## src/core/lcd_timing_consts.svh

```systemverilog
// Register map, field positions and reset values of the LCD pixel block.
// Assumes a word-aligned register port with an 8-bit byte address.
`ifndef LCD_TIMING_CONSTS_SVH
`define LCD_TIMING_CONSTS_SVH

`define OFS_CTRL      8'h00
`define OFS_SIZE      8'h04
`define OFS_HTIME     8'h08
`define OFS_VTIME     8'h0C
`define OFS_ACB       8'h10
`define OFS_UPPER     8'h14
`define OFS_LOWER     8'h18
`define OFS_STATUS    8'h1C

`define CTRL_EN       0
`define CTRL_TFT      1
`define CTRL_SCAN     3:2
`define CTRL_STNFMT   6:4
`define CTRL_TFTBPP   9:7
`define CTRL_PACK24   10
`define CTRL_BSWAP    11
`define CTRL_HWSWAP   12
`define CTRL_ACBFRM   13
`define CTRL_CDIV     25:16

`define SIZE_H        10:0
`define SIZE_V        25:16
`define T_BACK        7:0
`define T_FRONT       15:8
`define T_SYNC        23:16
`define ACB_CNT       7:0
`define STAT_UNDER    20

`define MASK_CTRL     32'h03FF_3FFF
`define MASK_SIZE     32'h03FF_07FF
`define MASK_TIME     32'h00FF_FFFF
`define MASK_ACB      32'h0000_00FF
`define MASK_ADDR     32'hFFFF_FFFC

`define RST_REG       32'h0000_0000
`define WORD_BYTES    32'h0000_0004
`define WORD_BITS     7'h20

`endif

```

## src/core/lcd_timing_pkg.sv

```systemverilog
// Types shared by the LCD pixel format and timing block.
// Assumes the constants header is compiled alongside.
package lcd_timing_pkg;

  typedef enum logic [1:0] {
    PH_SYNC  = 2'b00,
    PH_BACK  = 2'b01,
    PH_ACT   = 2'b10,
    PH_FRONT = 2'b11
  } phase_t;

  typedef enum logic [1:0] {
    SCAN_DUAL4   = 2'b00,
    SCAN_SINGLE4 = 2'b01,
    SCAN_SINGLE8 = 2'b10
  } scan_t;

  typedef enum logic [2:0] {
    FMT_MONO    = 3'b000,
    FMT_GRAY4   = 3'b001,
    FMT_GRAY16  = 3'b010,
    FMT_COL256  = 3'b011,
    FMT_COL4096 = 3'b100
  } stn_fmt_t;

  typedef enum logic [2:0] {
    BPP1  = 3'b000,
    BPP2  = 3'b001,
    BPP4  = 3'b010,
    BPP8  = 3'b011,
    BPP16 = 3'b100,
    BPP24 = 3'b101
  } tft_bpp_t;

  typedef struct packed {
    logic [31:0]             ctrl;
    logic [31:0]             size;
    logic [31:0]             htime;
    logic [31:0]             vtime;
    logic [31:0]             acb;
    logic [31:0]             upper;
    logic [31:0]             lower;
    logic                    under;
    logic [31:0]             rdata;
    logic [9:0]              div;
    logic                    pclk;
    logic [9:0]              phold;
    phase_t                  hph;
    logic [15:0]             hcnt;
    phase_t                  vph;
    logic [15:0]             vcnt;
    logic [7:0]              acb_cnt;
    logic                    acb_lvl;
    logic [1:0][1:0][31:0]   win;
    logic [1:0][1:0]         nval;
    logic [1:0][6:0]         cur;
    logic [1:0][31:0]        ptr;
    logic                    req;
    logic                    req_s;
    logic                    drop;
    logic [31:0]             addr;
    logic [23:0]             vd;
    logic                    vs;
    logic                    hs;
    logic                    lp;
    logic                    de;
    logic                    le;
  } state_t;

endpackage : lcd_timing_pkg

```

## src/core/lcd_pixel_format_timing.sv

```systemverilog
// LCD pixel unpacking and panel timing for STN and TFT panels.
// Assumes a same-clock word memory port and a same-clock register port.
//
// The address-and-strobe port and the placing of the registers were left to the implementer.
`timescale 1ns/1ps

module lcd_pixel_format_timing
  import lcd_timing_pkg::*;
(
  // Clock and reset.
  input  wire logic        clk_in,
  input  wire logic        nrst_in,
  // Register port.
  input  wire logic [7:0]  reg_addr_in,
  input  wire logic [31:0] reg_wdata_in,
  input  wire logic        reg_wr_in,
  input  wire logic        reg_rd_in,
  output logic      [31:0] reg_rdata_out,
  // Frame buffer word port.
  output logic             mem_req_out,
  output logic      [31:0] mem_addr_out,
  input  wire logic        mem_ack_in,
  input  wire logic [31:0] mem_data_in,
  // Panel pins.
  output logic      [23:0] video_data_out,
  output logic             pixel_clock_out,
  output logic             vsync_out,
  output logic             hsync_out,
  output logic             line_pulse_out,
  output logic             data_enable_out,
  output logic             line_end_pulse_out,
  output logic             ac_bias_toggle_out
);

`include "lcd_timing_consts.svh"

  function automatic logic [31:0] swap_word(input logic [31:0] w,
                                            input logic bs,
                                            input logic hw);
    logic [31:0] t;
    t = bs ? {w[7:0], w[15:8], w[23:16], w[31:24]} : w;
    return hw ? {t[15:0], t[31:16]} : t;
  endfunction : swap_word

  // Turns a memory word into the bit stream for the STN driver, first bit
  // at the top. Gray and colour levels keep only their top bit here, since
  // frame rate control lives outside this block.
  function automatic logic [31:0] stn_bits(input logic [31:0] w,
                                           input stn_fmt_t f);
    logic [31:0] b;
    b = 32'h0000_0000;
    case (f)
      FMT_MONO: b = w;
      FMT_GRAY4: begin
        for (int i = 0; i < 16; i++) b[31-i] = w[31-2*i];
      end
      FMT_GRAY16, FMT_COL4096: begin
        for (int i = 0; i < 8; i++) b[31-i] = w[31-4*i];
      end
      FMT_COL256: begin
        for (int i = 0; i < 4; i++) begin
          b[31-3*i] = w[31-8*i];
          b[30-3*i] = w[28-8*i];
          b[29-3*i] = w[25-8*i];
        end
      end
      default: b = w;
    endcase
    return b;
  endfunction : stn_bits

  function automatic logic [6:0] stn_per_word(input stn_fmt_t f);
    case (f)
      FMT_GRAY4:   return 7'h10;
      FMT_GRAY16:  return 7'h08;
      FMT_COL256:  return 7'h0C;
      FMT_COL4096: return 7'h08;
      default:     return `WORD_BITS;
    endcase
  endfunction : stn_per_word

  function automatic logic [6:0] tft_step(input tft_bpp_t p);
    case (p)
      BPP1:    return 7'h01;
      BPP2:    return 7'h02;
      BPP4:    return 7'h04;
      BPP8:    return 7'h08;
      BPP16:   return 7'h10;
      default: return `WORD_BITS;
    endcase
  endfunction : tft_step

  // Raw is the current pixel aligned to bit 31. Indexed depths hand the
  // index to the palette on the low byte.
  function automatic logic [23:0] tft_pixel(input logic [31:0] raw,
                                            input tft_bpp_t p,
                                            input logic pack);
    case (p)
      BPP1:    return {23'h00_0000, raw[31]};
      BPP2:    return {22'h00_0000, raw[31:30]};
      BPP4:    return {20'h0_0000, raw[31:28]};
      BPP8:    return {16'h0000, raw[31:24]};
      BPP16:   return {raw[31:27], 3'h0, raw[26:21], 2'h0,
                       raw[20:16], 3'h0};
      default: return pack ? raw[31:8] : raw[23:0];
    endcase
  endfunction : tft_pixel

  function automatic logic [15:0] ph_last(input phase_t p,
                                          input logic [31:0] t,
                                          input logic [15:0] act);
    unique case (p)
      PH_SYNC:  return {8'h00, t[`T_SYNC]};
      PH_BACK:  return {8'h00, t[`T_BACK]};
      PH_ACT:   return act;
      PH_FRONT: return {8'h00, t[`T_FRONT]};
    endcase
  endfunction : ph_last

  state_t          s_r;
  state_t          n;
  logic            en;
  logic            tft;
  scan_t           scan;
  stn_fmt_t        fmt;
  tft_bpp_t        bpp;
  logic [9:0]      cdiv;
  logic            dual;
  logic            wide8;
  logic            color;
  logic [15:0]     npix;
  logic [15:0]     nbits;
  logic [15:0]     hact;
  logic [15:0]     nlines;
  logic [15:0]     vact;
  logic [6:0]      step;
  logic [6:0]      perw;
  logic            tick;
  logic            hlast;
  logic            vlast;
  logic            line_wrap;
  logic            frame_wrap;
  logic            restart;
  logic            act_slot;
  logic            under_ev;
  logic [6:0]      c;
  logic [1:0][63:0] take;

  assign en     = s_r.ctrl[`CTRL_EN];
  assign tft    = s_r.ctrl[`CTRL_TFT];
  assign scan   = scan_t'(s_r.ctrl[`CTRL_SCAN]);
  assign fmt    = stn_fmt_t'(s_r.ctrl[`CTRL_STNFMT]);
  assign bpp    = tft_bpp_t'(s_r.ctrl[`CTRL_TFTBPP]);
  assign cdiv   = s_r.ctrl[`CTRL_CDIV];
  assign dual   = !tft && scan == SCAN_DUAL4;
  assign wide8  = s_r.ctrl[3];
  assign color  = fmt == FMT_COL256 || fmt == FMT_COL4096;
  assign npix   = {5'h00, s_r.size[`SIZE_H]} + 16'h0001;
  assign nbits  = color ? npix + {npix[14:0], 1'b0} : npix;
  assign hact   = tft ? npix - 16'h0001
                : (wide8 ? nbits >> 3 : nbits >> 2) - 16'h0001;
  assign nlines = {6'h00, s_r.size[`SIZE_V]} + 16'h0001;
  assign vact   = (dual ? nlines >> 1 : nlines) - 16'h0001;
  assign step   = tft ? tft_step(bpp) : (wide8 ? 7'h08 : 7'h04);
  assign perw   = tft ? `WORD_BITS : stn_per_word(fmt);
  // Slot edge: pixel clock is about to fall, so data settles before rise.
  assign tick   = en && s_r.pclk && s_r.div >= cdiv;
  assign hlast  = s_r.hcnt == ph_last(s_r.hph, s_r.htime, hact);
  assign vlast  = s_r.vcnt == ph_last(s_r.vph, s_r.vtime, vact);
  assign line_wrap  = tick && hlast && s_r.hph == PH_FRONT;
  assign frame_wrap = line_wrap && vlast && s_r.vph == PH_FRONT;
  assign restart    = !en || frame_wrap;

  // Two words per stream form a window so a shift may straddle a word.
  for (genvar g = 0; g < 2; g++) begin : g_win
    logic [31:0] pb0;
    logic [31:0] pb1;
    logic [63:0] wnd;
    logic [31:0] w0;
    logic [31:0] w1;
    assign w0   = swap_word(s_r.win[g][0], s_r.ctrl[`CTRL_BSWAP],
                            s_r.ctrl[`CTRL_HWSWAP]);
    assign w1   = swap_word(s_r.win[g][1], s_r.ctrl[`CTRL_BSWAP],
                            s_r.ctrl[`CTRL_HWSWAP]);
    assign pb0  = tft ? w0 : stn_bits(w0, fmt);
    assign pb1  = tft ? w1 : stn_bits(w1, fmt);
    assign wnd  = {pb0, 32'h0000_0000} | ({pb1, 32'h0000_0000} >> perw);
    assign take[g] = wnd << s_r.cur[g];
  end

  always_comb begin
    n        = s_r;
    n.rdata  = 32'h0000_0000;
    under_ev = 1'b0;
    act_slot = 1'b0;
    c        = 7'h00;
    if (reg_wr_in) begin
      case (reg_addr_in)
        `OFS_CTRL:   n.ctrl  = reg_wdata_in & `MASK_CTRL;
        `OFS_SIZE:   n.size  = reg_wdata_in & `MASK_SIZE;
        `OFS_HTIME:  n.htime = reg_wdata_in & `MASK_TIME;
        `OFS_VTIME:  n.vtime = reg_wdata_in & `MASK_TIME;
        `OFS_ACB:    n.acb   = reg_wdata_in & `MASK_ACB;
        `OFS_UPPER:  n.upper = reg_wdata_in & `MASK_ADDR;
        `OFS_LOWER:  n.lower = reg_wdata_in & `MASK_ADDR;
        `OFS_STATUS: if (reg_wdata_in[`STAT_UNDER]) n.under = 1'b0;
        default: ;
      endcase
    end
    if (reg_rd_in) begin
      case (reg_addr_in)
        `OFS_CTRL:   n.rdata = s_r.ctrl;
        `OFS_SIZE:   n.rdata = s_r.size;
        `OFS_HTIME:  n.rdata = s_r.htime;
        `OFS_VTIME:  n.rdata = s_r.vtime;
        `OFS_ACB:    n.rdata = s_r.acb;
        `OFS_UPPER:  n.rdata = s_r.upper;
        `OFS_LOWER:  n.rdata = s_r.lower;
        `OFS_STATUS: n.rdata = {11'h000, s_r.under, s_r.vph, s_r.hph,
                                6'h00, s_r.vcnt[9:0]};
        default:     n.rdata = 32'h0000_0000;
      endcase
    end
    // Half period of cdiv+1 clocks gives the divide by 2*(cdiv+1).
    if (!en) begin
      n.div = 10'h000;
      n.pclk = 1'b0;
    end else if (s_r.div >= cdiv) begin
      n.div = 10'h000;
      n.pclk = !s_r.pclk;
    end else begin
      n.div = s_r.div + 10'h001;
    end
    n.phold = (!en || n.pclk != s_r.pclk) ? 10'h000 : s_r.phold + 10'h001;
    if (!en) begin
      // Park in the last front porch slot, so the first slot after enable
      // opens a whole frame with vertical sync plus a line pulse (STN) or horizontal sync (TFT).
      n.hph = PH_FRONT;
      n.vph = PH_FRONT;
      n.hcnt = {8'h00, s_r.htime[`T_FRONT]};
      n.vcnt = {8'h00, s_r.vtime[`T_FRONT]};
      n.vd = 24'h00_0000;
      {n.vs, n.hs, n.lp, n.de, n.le} = 5'h00;
      n.acb_lvl = 1'b0;
      n.acb_cnt = 8'h00;
    end else if (tick) begin
      n.hcnt = hlast ? 16'h0000 : s_r.hcnt + 16'h0001;
      if (hlast) n.hph = phase_t'(s_r.hph + 2'h1);
      if (line_wrap) begin
        n.vcnt = vlast ? 16'h0000 : s_r.vcnt + 16'h0001;
        if (vlast) n.vph = phase_t'(s_r.vph + 2'h1);
      end
      act_slot = n.hph == PH_ACT && n.vph == PH_ACT;
      n.vs = n.vph == PH_SYNC;
      n.hs = tft && n.hph == PH_SYNC;
      n.lp = !tft && n.hph == PH_SYNC;
      n.de = tft && act_slot;
      n.le = tft && s_r.hph == PH_ACT && hlast;
      if (!act_slot) n.vd = 24'h00_0000;
      else if (tft) n.vd = tft_pixel(take[0][63:32], bpp,
                                     s_r.ctrl[`CTRL_PACK24]);
      else if (dual) n.vd = {16'h0000, take[0][63:60],
                             take[1][63:60]};
      else if (wide8) n.vd = {16'h0000, take[0][63:56]};
      else n.vd = {20'h0_0000, take[0][63:60]};
      if (tft) begin
        n.acb_lvl = 1'b0;
      end else if (s_r.ctrl[`CTRL_ACBFRM]) begin
        if (frame_wrap) n.acb_lvl = !s_r.acb_lvl;
      end else if (line_wrap) begin
        n.acb_cnt = s_r.acb_cnt + 8'h01;
        if (n.acb_cnt >= s_r.acb[`ACB_CNT]) begin
          n.acb_cnt = 8'h00;
          n.acb_lvl = !s_r.acb_lvl;
        end
      end
    end
    // Consume the window; a slot with no word counts as an underrun.
    for (int g = 0; g < 2; g++) begin
      if (act_slot && (g == 0 || dual)) begin
        if (s_r.nval[g] == 2'h0) under_ev = 1'b1;
        c = s_r.cur[g] + step;
        if (c >= perw) begin
          c = c - perw;
          n.win[g][0] = s_r.win[g][1];
          if (s_r.nval[g] != 2'h0) n.nval[g] = s_r.nval[g] - 2'h1;
        end
        n.cur[g] = c;
      end
    end
    if (under_ev) n.under = 1'b1;
    if (s_r.req && mem_ack_in) begin
      n.req = 1'b0;
      n.drop = 1'b0;
      if (!s_r.drop && !restart) begin
        n.win[s_r.req_s][n.nval[s_r.req_s][0]] = mem_data_in;
        n.nval[s_r.req_s] = n.nval[s_r.req_s] + 2'h1;
        n.ptr[s_r.req_s] = s_r.ptr[s_r.req_s] + `WORD_BYTES;
      end
    end
    // A word in flight at frame start is still taken, then thrown away.
    if (restart) begin
      n.nval = '0;
      n.cur = '0;
      n.ptr[0] = s_r.upper;
      n.ptr[1] = s_r.lower;
      if (s_r.req && !mem_ack_in) n.drop = 1'b1;
    end else if (!n.req) begin
      if (n.nval[0] != 2'h2) begin
        n.req = 1'b1;
        n.req_s = 1'b0;
        n.addr = n.ptr[0];
      end else if (dual && n.nval[1] != 2'h2) begin
        n.req = 1'b1;
        n.req_s = 1'b1;
        n.addr = n.ptr[1];
      end
    end
  end

  always_ff @(posedge clk_in or negedge nrst_in) begin
    if (!nrst_in) s_r <= '0;
    else s_r <= n;
  end

  assign reg_rdata_out      = s_r.rdata;
  assign mem_req_out        = s_r.req;
  assign mem_addr_out       = s_r.addr;
  assign video_data_out     = s_r.vd;
  assign pixel_clock_out    = s_r.pclk;
  assign vsync_out          = s_r.vs;
  assign hsync_out          = s_r.hs;
  assign line_pulse_out     = s_r.lp;
  assign data_enable_out    = s_r.de;
  assign line_end_pulse_out = s_r.le;
  assign ac_bias_toggle_out = s_r.acb_lvl;
endmodule : lcd_pixel_format_timing

```

## config.mk

```make
export PLATFORM = sky130hd
export DESIGN_NAME = lcd_pixel_format_timing
export DESIGN_NICKNAME = d
export VERILOG_FILES = /design/src/core/lcd_timing_pkg.sv /design/src/core/lcd_pixel_format_timing.sv
export VERILOG_INCLUDE_DIRS = /design/src /design/src/core
export SDC_FILE = /design/constraint.sdc
export NUM_CORES = 2
export LEC_CHECK = 0
export BUFFER_PORTS_ARGS = -buffer_cell sky130_fd_sc_hd__buf_2
export CAP_MARGIN = 40
export CORE_ASPECT_RATIO = 2
export CORE_MARGIN = 2
export CORE_UTILIZATION = 70
export CTS_BUF_LIST = sky130_fd_sc_hd__clkbuf_4 sky130_fd_sc_hd__clkbuf_8
export DETAILED_ROUTE_END_ITERATION = 7
export GPL_TIMING_DRIVEN = 0
export PLACE_DENSITY = 0.89
export SLEW_MARGIN = 20
export SYNTH_ARGS = -nofsm -noshare
export SYNTH_HDL_FRONTEND = slang
export SYNTH_SLANG_ARGS = --single-unit
```

## constraint.sdc

```tcl
create_clock -name clk_in -period 11.5 [get_ports clk_in]
set_clock_uncertainty 0.2 [all_clocks]
set_input_delay 0.575 -clock clk_in [delete_from_list [all_inputs] [get_ports clk_in]]
set_output_delay 0.575 -clock clk_in [all_outputs]
set_load 0.01 [all_outputs]
```

==> results of run 1 <==
-- cells in the mapped netlist, drive strengths merged, types with 65 or more instances --
cell type	n
dfrtp	524
nand2	501
nor2	449
o21ai	412
a21oi	322
mux2	309
mux2i	288
clkbuf	261
buf	184
nand3	128
a22oi	118
inv	99
mux4	87
nor3	81
xnor2	68
ha	67
a31oi	65
-- logic make-up after synthesis --
family                     share of synthesized area (%)
DFF                                                 32.0
muxes                                               20.3
xor gates and xnor gates                            2.62
adders and majority gates                           2.29
buffers and inverters                               6.09
AOI/OAI and AO/OA                                   21.2
and+or+nand+nor                                     15.5
-- routing by layer --
layer  overflow  GRT usage, %
met3         26          65.4
met4        438          89.5
met5          4          26.5
met2       1079           104
met1          9          77.4
-- per-stage QoR --
| stage | TNS (ns) | cell area, um^2 | hold WS, ns | cells |
|---|---|---|---|---|
| after CTS | 0 | 45100 | 0.00165 | 5854 |
| after detailed placement | 0 | 43200 | 0.271 | 5694 |
| after global placement | -270.70 | 42800 | 0.264 | 5665 |
| after floorplan | 0 | 41000 | 0.0794 | 4732 |
==> flow_summary_export.csv, run 1 <==
group,metric,value,unit
status,status,"did not finish",
status,lastStage,"global routing",
status,error,"[ERROR GRT-0116] Global routing finished with congestion. Check the congestion regions in the DRC Viewer.",
synthesis,syn_area_per_cell,8.66,um^2
synthesis,yosys_warnings,0,
global_routing,grt.total_usage,82.7,%
floorplanning,placementRows,125,
synthesis,synth_ff_type,"dfrtp_1",
clock_tree,max-clock-path-buffers,3,
synthesis,synth.distinct_cells,103,
synthesis,yosysTopAreaCell,"dfrtp_1",
synthesis,synth_area,41000,um^2
placement,hpwl,147,mm
placement,portBuffers,171,
clock_tree,postCtsSetupRepairBufs,0,
synthesis,async_flop_share,100,%
floorplanning,start_util,70.6,%
synthesis,yosys-top-cells-area,"dfrtp_1, mux2_2, mux2i_1",
synthesis,syn_inst,4732,
synthesis,synth_enable_flop_cells,0,
floorplanning,die_w,175,um
clock_tree,cts_buffers,75,
global_routing,grt_max_degree,105,
global_routing,grt.overflow.total,1556,
clock_tree,clock_sinks,524,
global_routing,grt_pass1_vias,53717,
placement,place.gp.congestion,1.20,
floorplanning,ios,173,
synthesis,yosysSeqAreaShare,32.0,%
clock_tree,htree_levels,3,
placement,post-place-ws,1.99,ns
clock_tree,cts_root_buf,"clkbuf_8",
floorplanning,die_y,346,um
synthesis,ys_ff_latch,524,
clock_tree,ctsResizeCount,0,
global_routing,grt_first_pass_wirelength,390,mm
clock_tree,ctsHoldBuffers,32,
synthesis,synth_nets,4881,
synthesis,yosys.area.top_type_share,32.0,%
==> inputs of run 2 (changes only) <==
CORE_ASPECT_RATIO = default   (was 2)
CORE_UTILIZATION = 40   (was 70)
CTS_BUF_LIST = default   (was sky130_fd_sc_hd__clkbuf_4 sky130_fd_sc_hd__clkbuf_8)
PLACE_DENSITY = default   (was 0.89)
PLACE_DENSITY_LB_ADDON = 0.15   (was default)
==> flow_summary_export.csv, run 2 <==
group,metric,value,unit
floorplanning,start_util,40.3,%
critical_path,worst-setup-path-type,"flip-flop to flip-flop",
synthesis,yosysSeqAreaShare,32.0,%
floorplanning,dieArea,105000,um^2
clock_tree,max-clock-path-buffers,3,
hold_path,holdCritStartpoint,"mem_data_in[19]",
synthesis,synth_ff_type,"dfrtp_1",
clock_tree,cts_root_buf,"clkbuf_16",
drt,drt-total-wl,178,mm
clock_tree,clk_transition_reported_paths,0.06,ns
clock_tree,htree_levels,3,
critical_path,rrSetupSlack,2.28,ns
final_layout,largest_reg_flops,410,
floorplanning,die_w,324,um
placement,place.gp.congestion,1.01,
critical_path,cpPeakStageDelay,0.71,ns
synthesis,yosys-top-cells-area,"dfrtp_1, mux2_2, mux2i_1",
synthesis,yosys.area.top_type_share,32.0,%
clock_tree,postCtsSetupRepairBufs,0,
final_layout,nets,5164,
synthesis,yosys_warnings,0,
critical_path,rr_worst_depth,28,
global_routing,grt_max_degree,90,
global_routing,grt.overflow.total,0,
synthesis,async_flop_share,100,%
timing,slew_violations,0,
critical_path,crit_family,"buffers and inverters",
global_routing,grt_pass1_vias,37481,
hold_path,hold_depth,3,
floorplanning,ios,173,
critical_path,path_buf_inv,12,
critical_path,crit_arrival,9.55,ns
final_layout,area_growth,13.0,%
critical_path,crit_required,11.83,ns
clock_tree,ctsHoldBuffers,8,
synthesis,syn_area_per_cell,8.66,um^2
synthesis,synthTopCellsByCount,"dfrtp_1, nand2_1, nor2_1, o21ai_0, a21oi_1",
timing,fin_crit,9.22,ns
final_layout,multi_input_area,25400,um^2
floorplanning,die_y,324,um
critical_path,slowest_stage,"clkbuf_1",
timing,rsz0062_at_grt,"no",
synthesis,synth_area,41000,um^2
timing,max_clock_freq,0.108,GHz
placement,portBuffers,171,
clock_tree,worstSkewPairLatency,0.66,ns
critical_path,crit_path_start_kind,"flip-flop",
floorplanning,coreArea,102000,um^2
critical_path,rr_startpoint,"s_r[566]$_DFFE_PN0P_",
floorplanning,placementRows,117,
global_routing,antenna_found_initial,6,
clock_tree,cts_buffers,66,
placement,hpwl,142,mm
pwr,p_leak,20.0,nW
critical_path,cp-end-kind,"flip-flop",
timing,worstMarginPinSlew,0.905,ns
placement,place_inst,6301,
clock_tree,clock_sinks,524,
synthesis,synth_enable_flop_cells,0,
final_layout,layout-drive-gt1-share,17.7,%
synthesis,synth.most_common_cell,"dfrtp_1",
drt,dr.first_iter.drc_count,4645,
clock_tree,ctsResizeCount,0,
synthesis,ys_ff_latch,524,
global_routing,grt_first_pass_wirelength,260,mm
final_layout,seqCellArea,13100,um^2
synthesis,synth.distinct_cells,103,
critical_path,cp_common_cell,"clkbuf_1",
timing,slew-limit-headroom,39.3,%
flow_run,drv_cap,0,
synthesis,synth_nets,4881,
critical_path,r2r_end,"s_r[215]$_DFF_PN0_",
final_layout,fillers,10211,
drt,ant_nets,0,
timing,period_share,80.2,%
drt,wl_per_cell,27.7,um
hold_path,hold_class,"input port to flip-flop",
synthesis,yosysTopAreaCell,"dfrtp_1",
pwr,vdd_drop_max,0.128,mV
status,status,"complete, no violations",
final_layout,largest_register,"s_r",
synthesis,syn_inst,4732,
hold_path,holdPathEnd,"s_r[229]$_DFF_PN0_",
timing,setup-violations-final,0,
drt,via_count,40184,
critical_path,path_max_fanout,11,
final_layout,instances_no_fill,6433,
timing,hold_viol,0,
pwr,p_per_area,111,nW/um^2
clock_tree,cts_tree,"built",
drt,firstDrtPassIters,6,
pwr,power.total,5.15,mW
final_layout,mostFrequentLayoutCells,"dfrtp_1, nand2_1, nor2_1",
final_layout,layout_commonest_cell,"dfrtp_1",
drt,vias_per_cell,6.25,
global_routing,grt.total_usage,33.4,%
drt,drc,0,
-- run 2: cell counts after synthesis --
Identical to the previous run, type by type.
-- run 2: kinds of logic (layout without fill, tap and decap cells) --
group / after synthesis / count (layout) / share of synthesized area, %
adder cells (fa/ha/maj): 72 / 72 / 2.29
other: 0 / 2 / 0
AND/OR/NAND/NOR: 1408 / 1408 / 15.5
buffers and inverters: 554 / 885 / 6.09
AO/OA/AOI/OAI: 1369 / 1369 / 21.2
multiplexers: 684 / 684 / 20.3
flip-flops: 524 / 524 / 32.0
XOR/XNOR: 121 / 121 / 2.62
-- run 2: cell type report --
| class | count | share of cell area, % |
|---|---|---|
| plain buffers | 445 | 4.52 |
| repair buffers | 215 | 3.01 |
| clock buffers | 94 | 4.16 |
| well taps | 1368 | 3.70 |
| multi-input cells | 3654 | 54.9 |
| flip-flops and latches | 524 | 28.3 |
| inverters | 109 | 0.884 |
| diodes | 2 | 0.0108 |
| clock inverters | 22 | 0.546 |
-- run 2: worst max path at each step --
stage                               startpoint                           end  slack, ns  depth (start not counted)
final                     s_r[566]$_DFFE_PN0P_            s_r[215]$_DFF_PN0_       2.28                         28
after global routing      s_r[566]$_DFFE_PN0P_            s_r[222]$_DFF_PN0_       1.95                         28
after CTS                 s_r[566]$_DFFE_PN0P_            s_r[226]$_DFF_PN0_       2.58                         28
after detailed placement  s_r[566]$_DFFE_PN0P_            s_r[226]$_DFF_PN0_       2.65                         28
after global placement                 nrst_in          s_r[254]$_DFFE_PN0P_      -1.98                          1
after floorplan           s_r[533]$_DFFE_PN0P_  mem_addr_out[10]$_DFFE_PN0P_       5.31                         24
-- run 2: through the flow --
stage | TNS (ns) | hold slack (ns) | area [um^2] | setup slack (ns) | util, %
6_report | 0 | 0.0246 | 46300 | 2.28 | 45.5
5_1_grt | 0 | 0.0230 | 46300 | 1.95 | 45.5
4_1_cts | 0 | 0.0111 | 46200 | 2.58 | 45.4
3_5_place_dp | 0 | 0.254 | 44000 | 2.65 | 43.2
3_3_place_gp | -973.62 | 0.266 | 43600 | -1.98 | 42.8
2_1_floorplan | 0 | 0.0794 | 41000 | 5.31 | -
-- run 2: power breakdown --
group / switching (mW) / internal (mW)
clock: 0.879 / 1.24
combinational: 0.700 / 0.350
sequential: 0.0783 / 1.90
total: 1.66 / 3.49
-- run 2: worst min-delay path, cell delays in order --
cell and delay, ns:
buf_2 0.14, nand2_1 0.06, o21ai_0 0.07
-- run 2: routing by layer --
layer | GRT usage (%) | vias up | part of all wire (%)
met1 | 47.5 | 20000 | 44
met2 | 50.9 | 1953 | 44
met3 | 5.43 | 337 | 8.0
met5 | 0 | - | 0.018
met4 | 12.2 | 4 | 4.2
li1 | - | 17890 | -
Note: power is estimated with default switching activity, not from simulation.
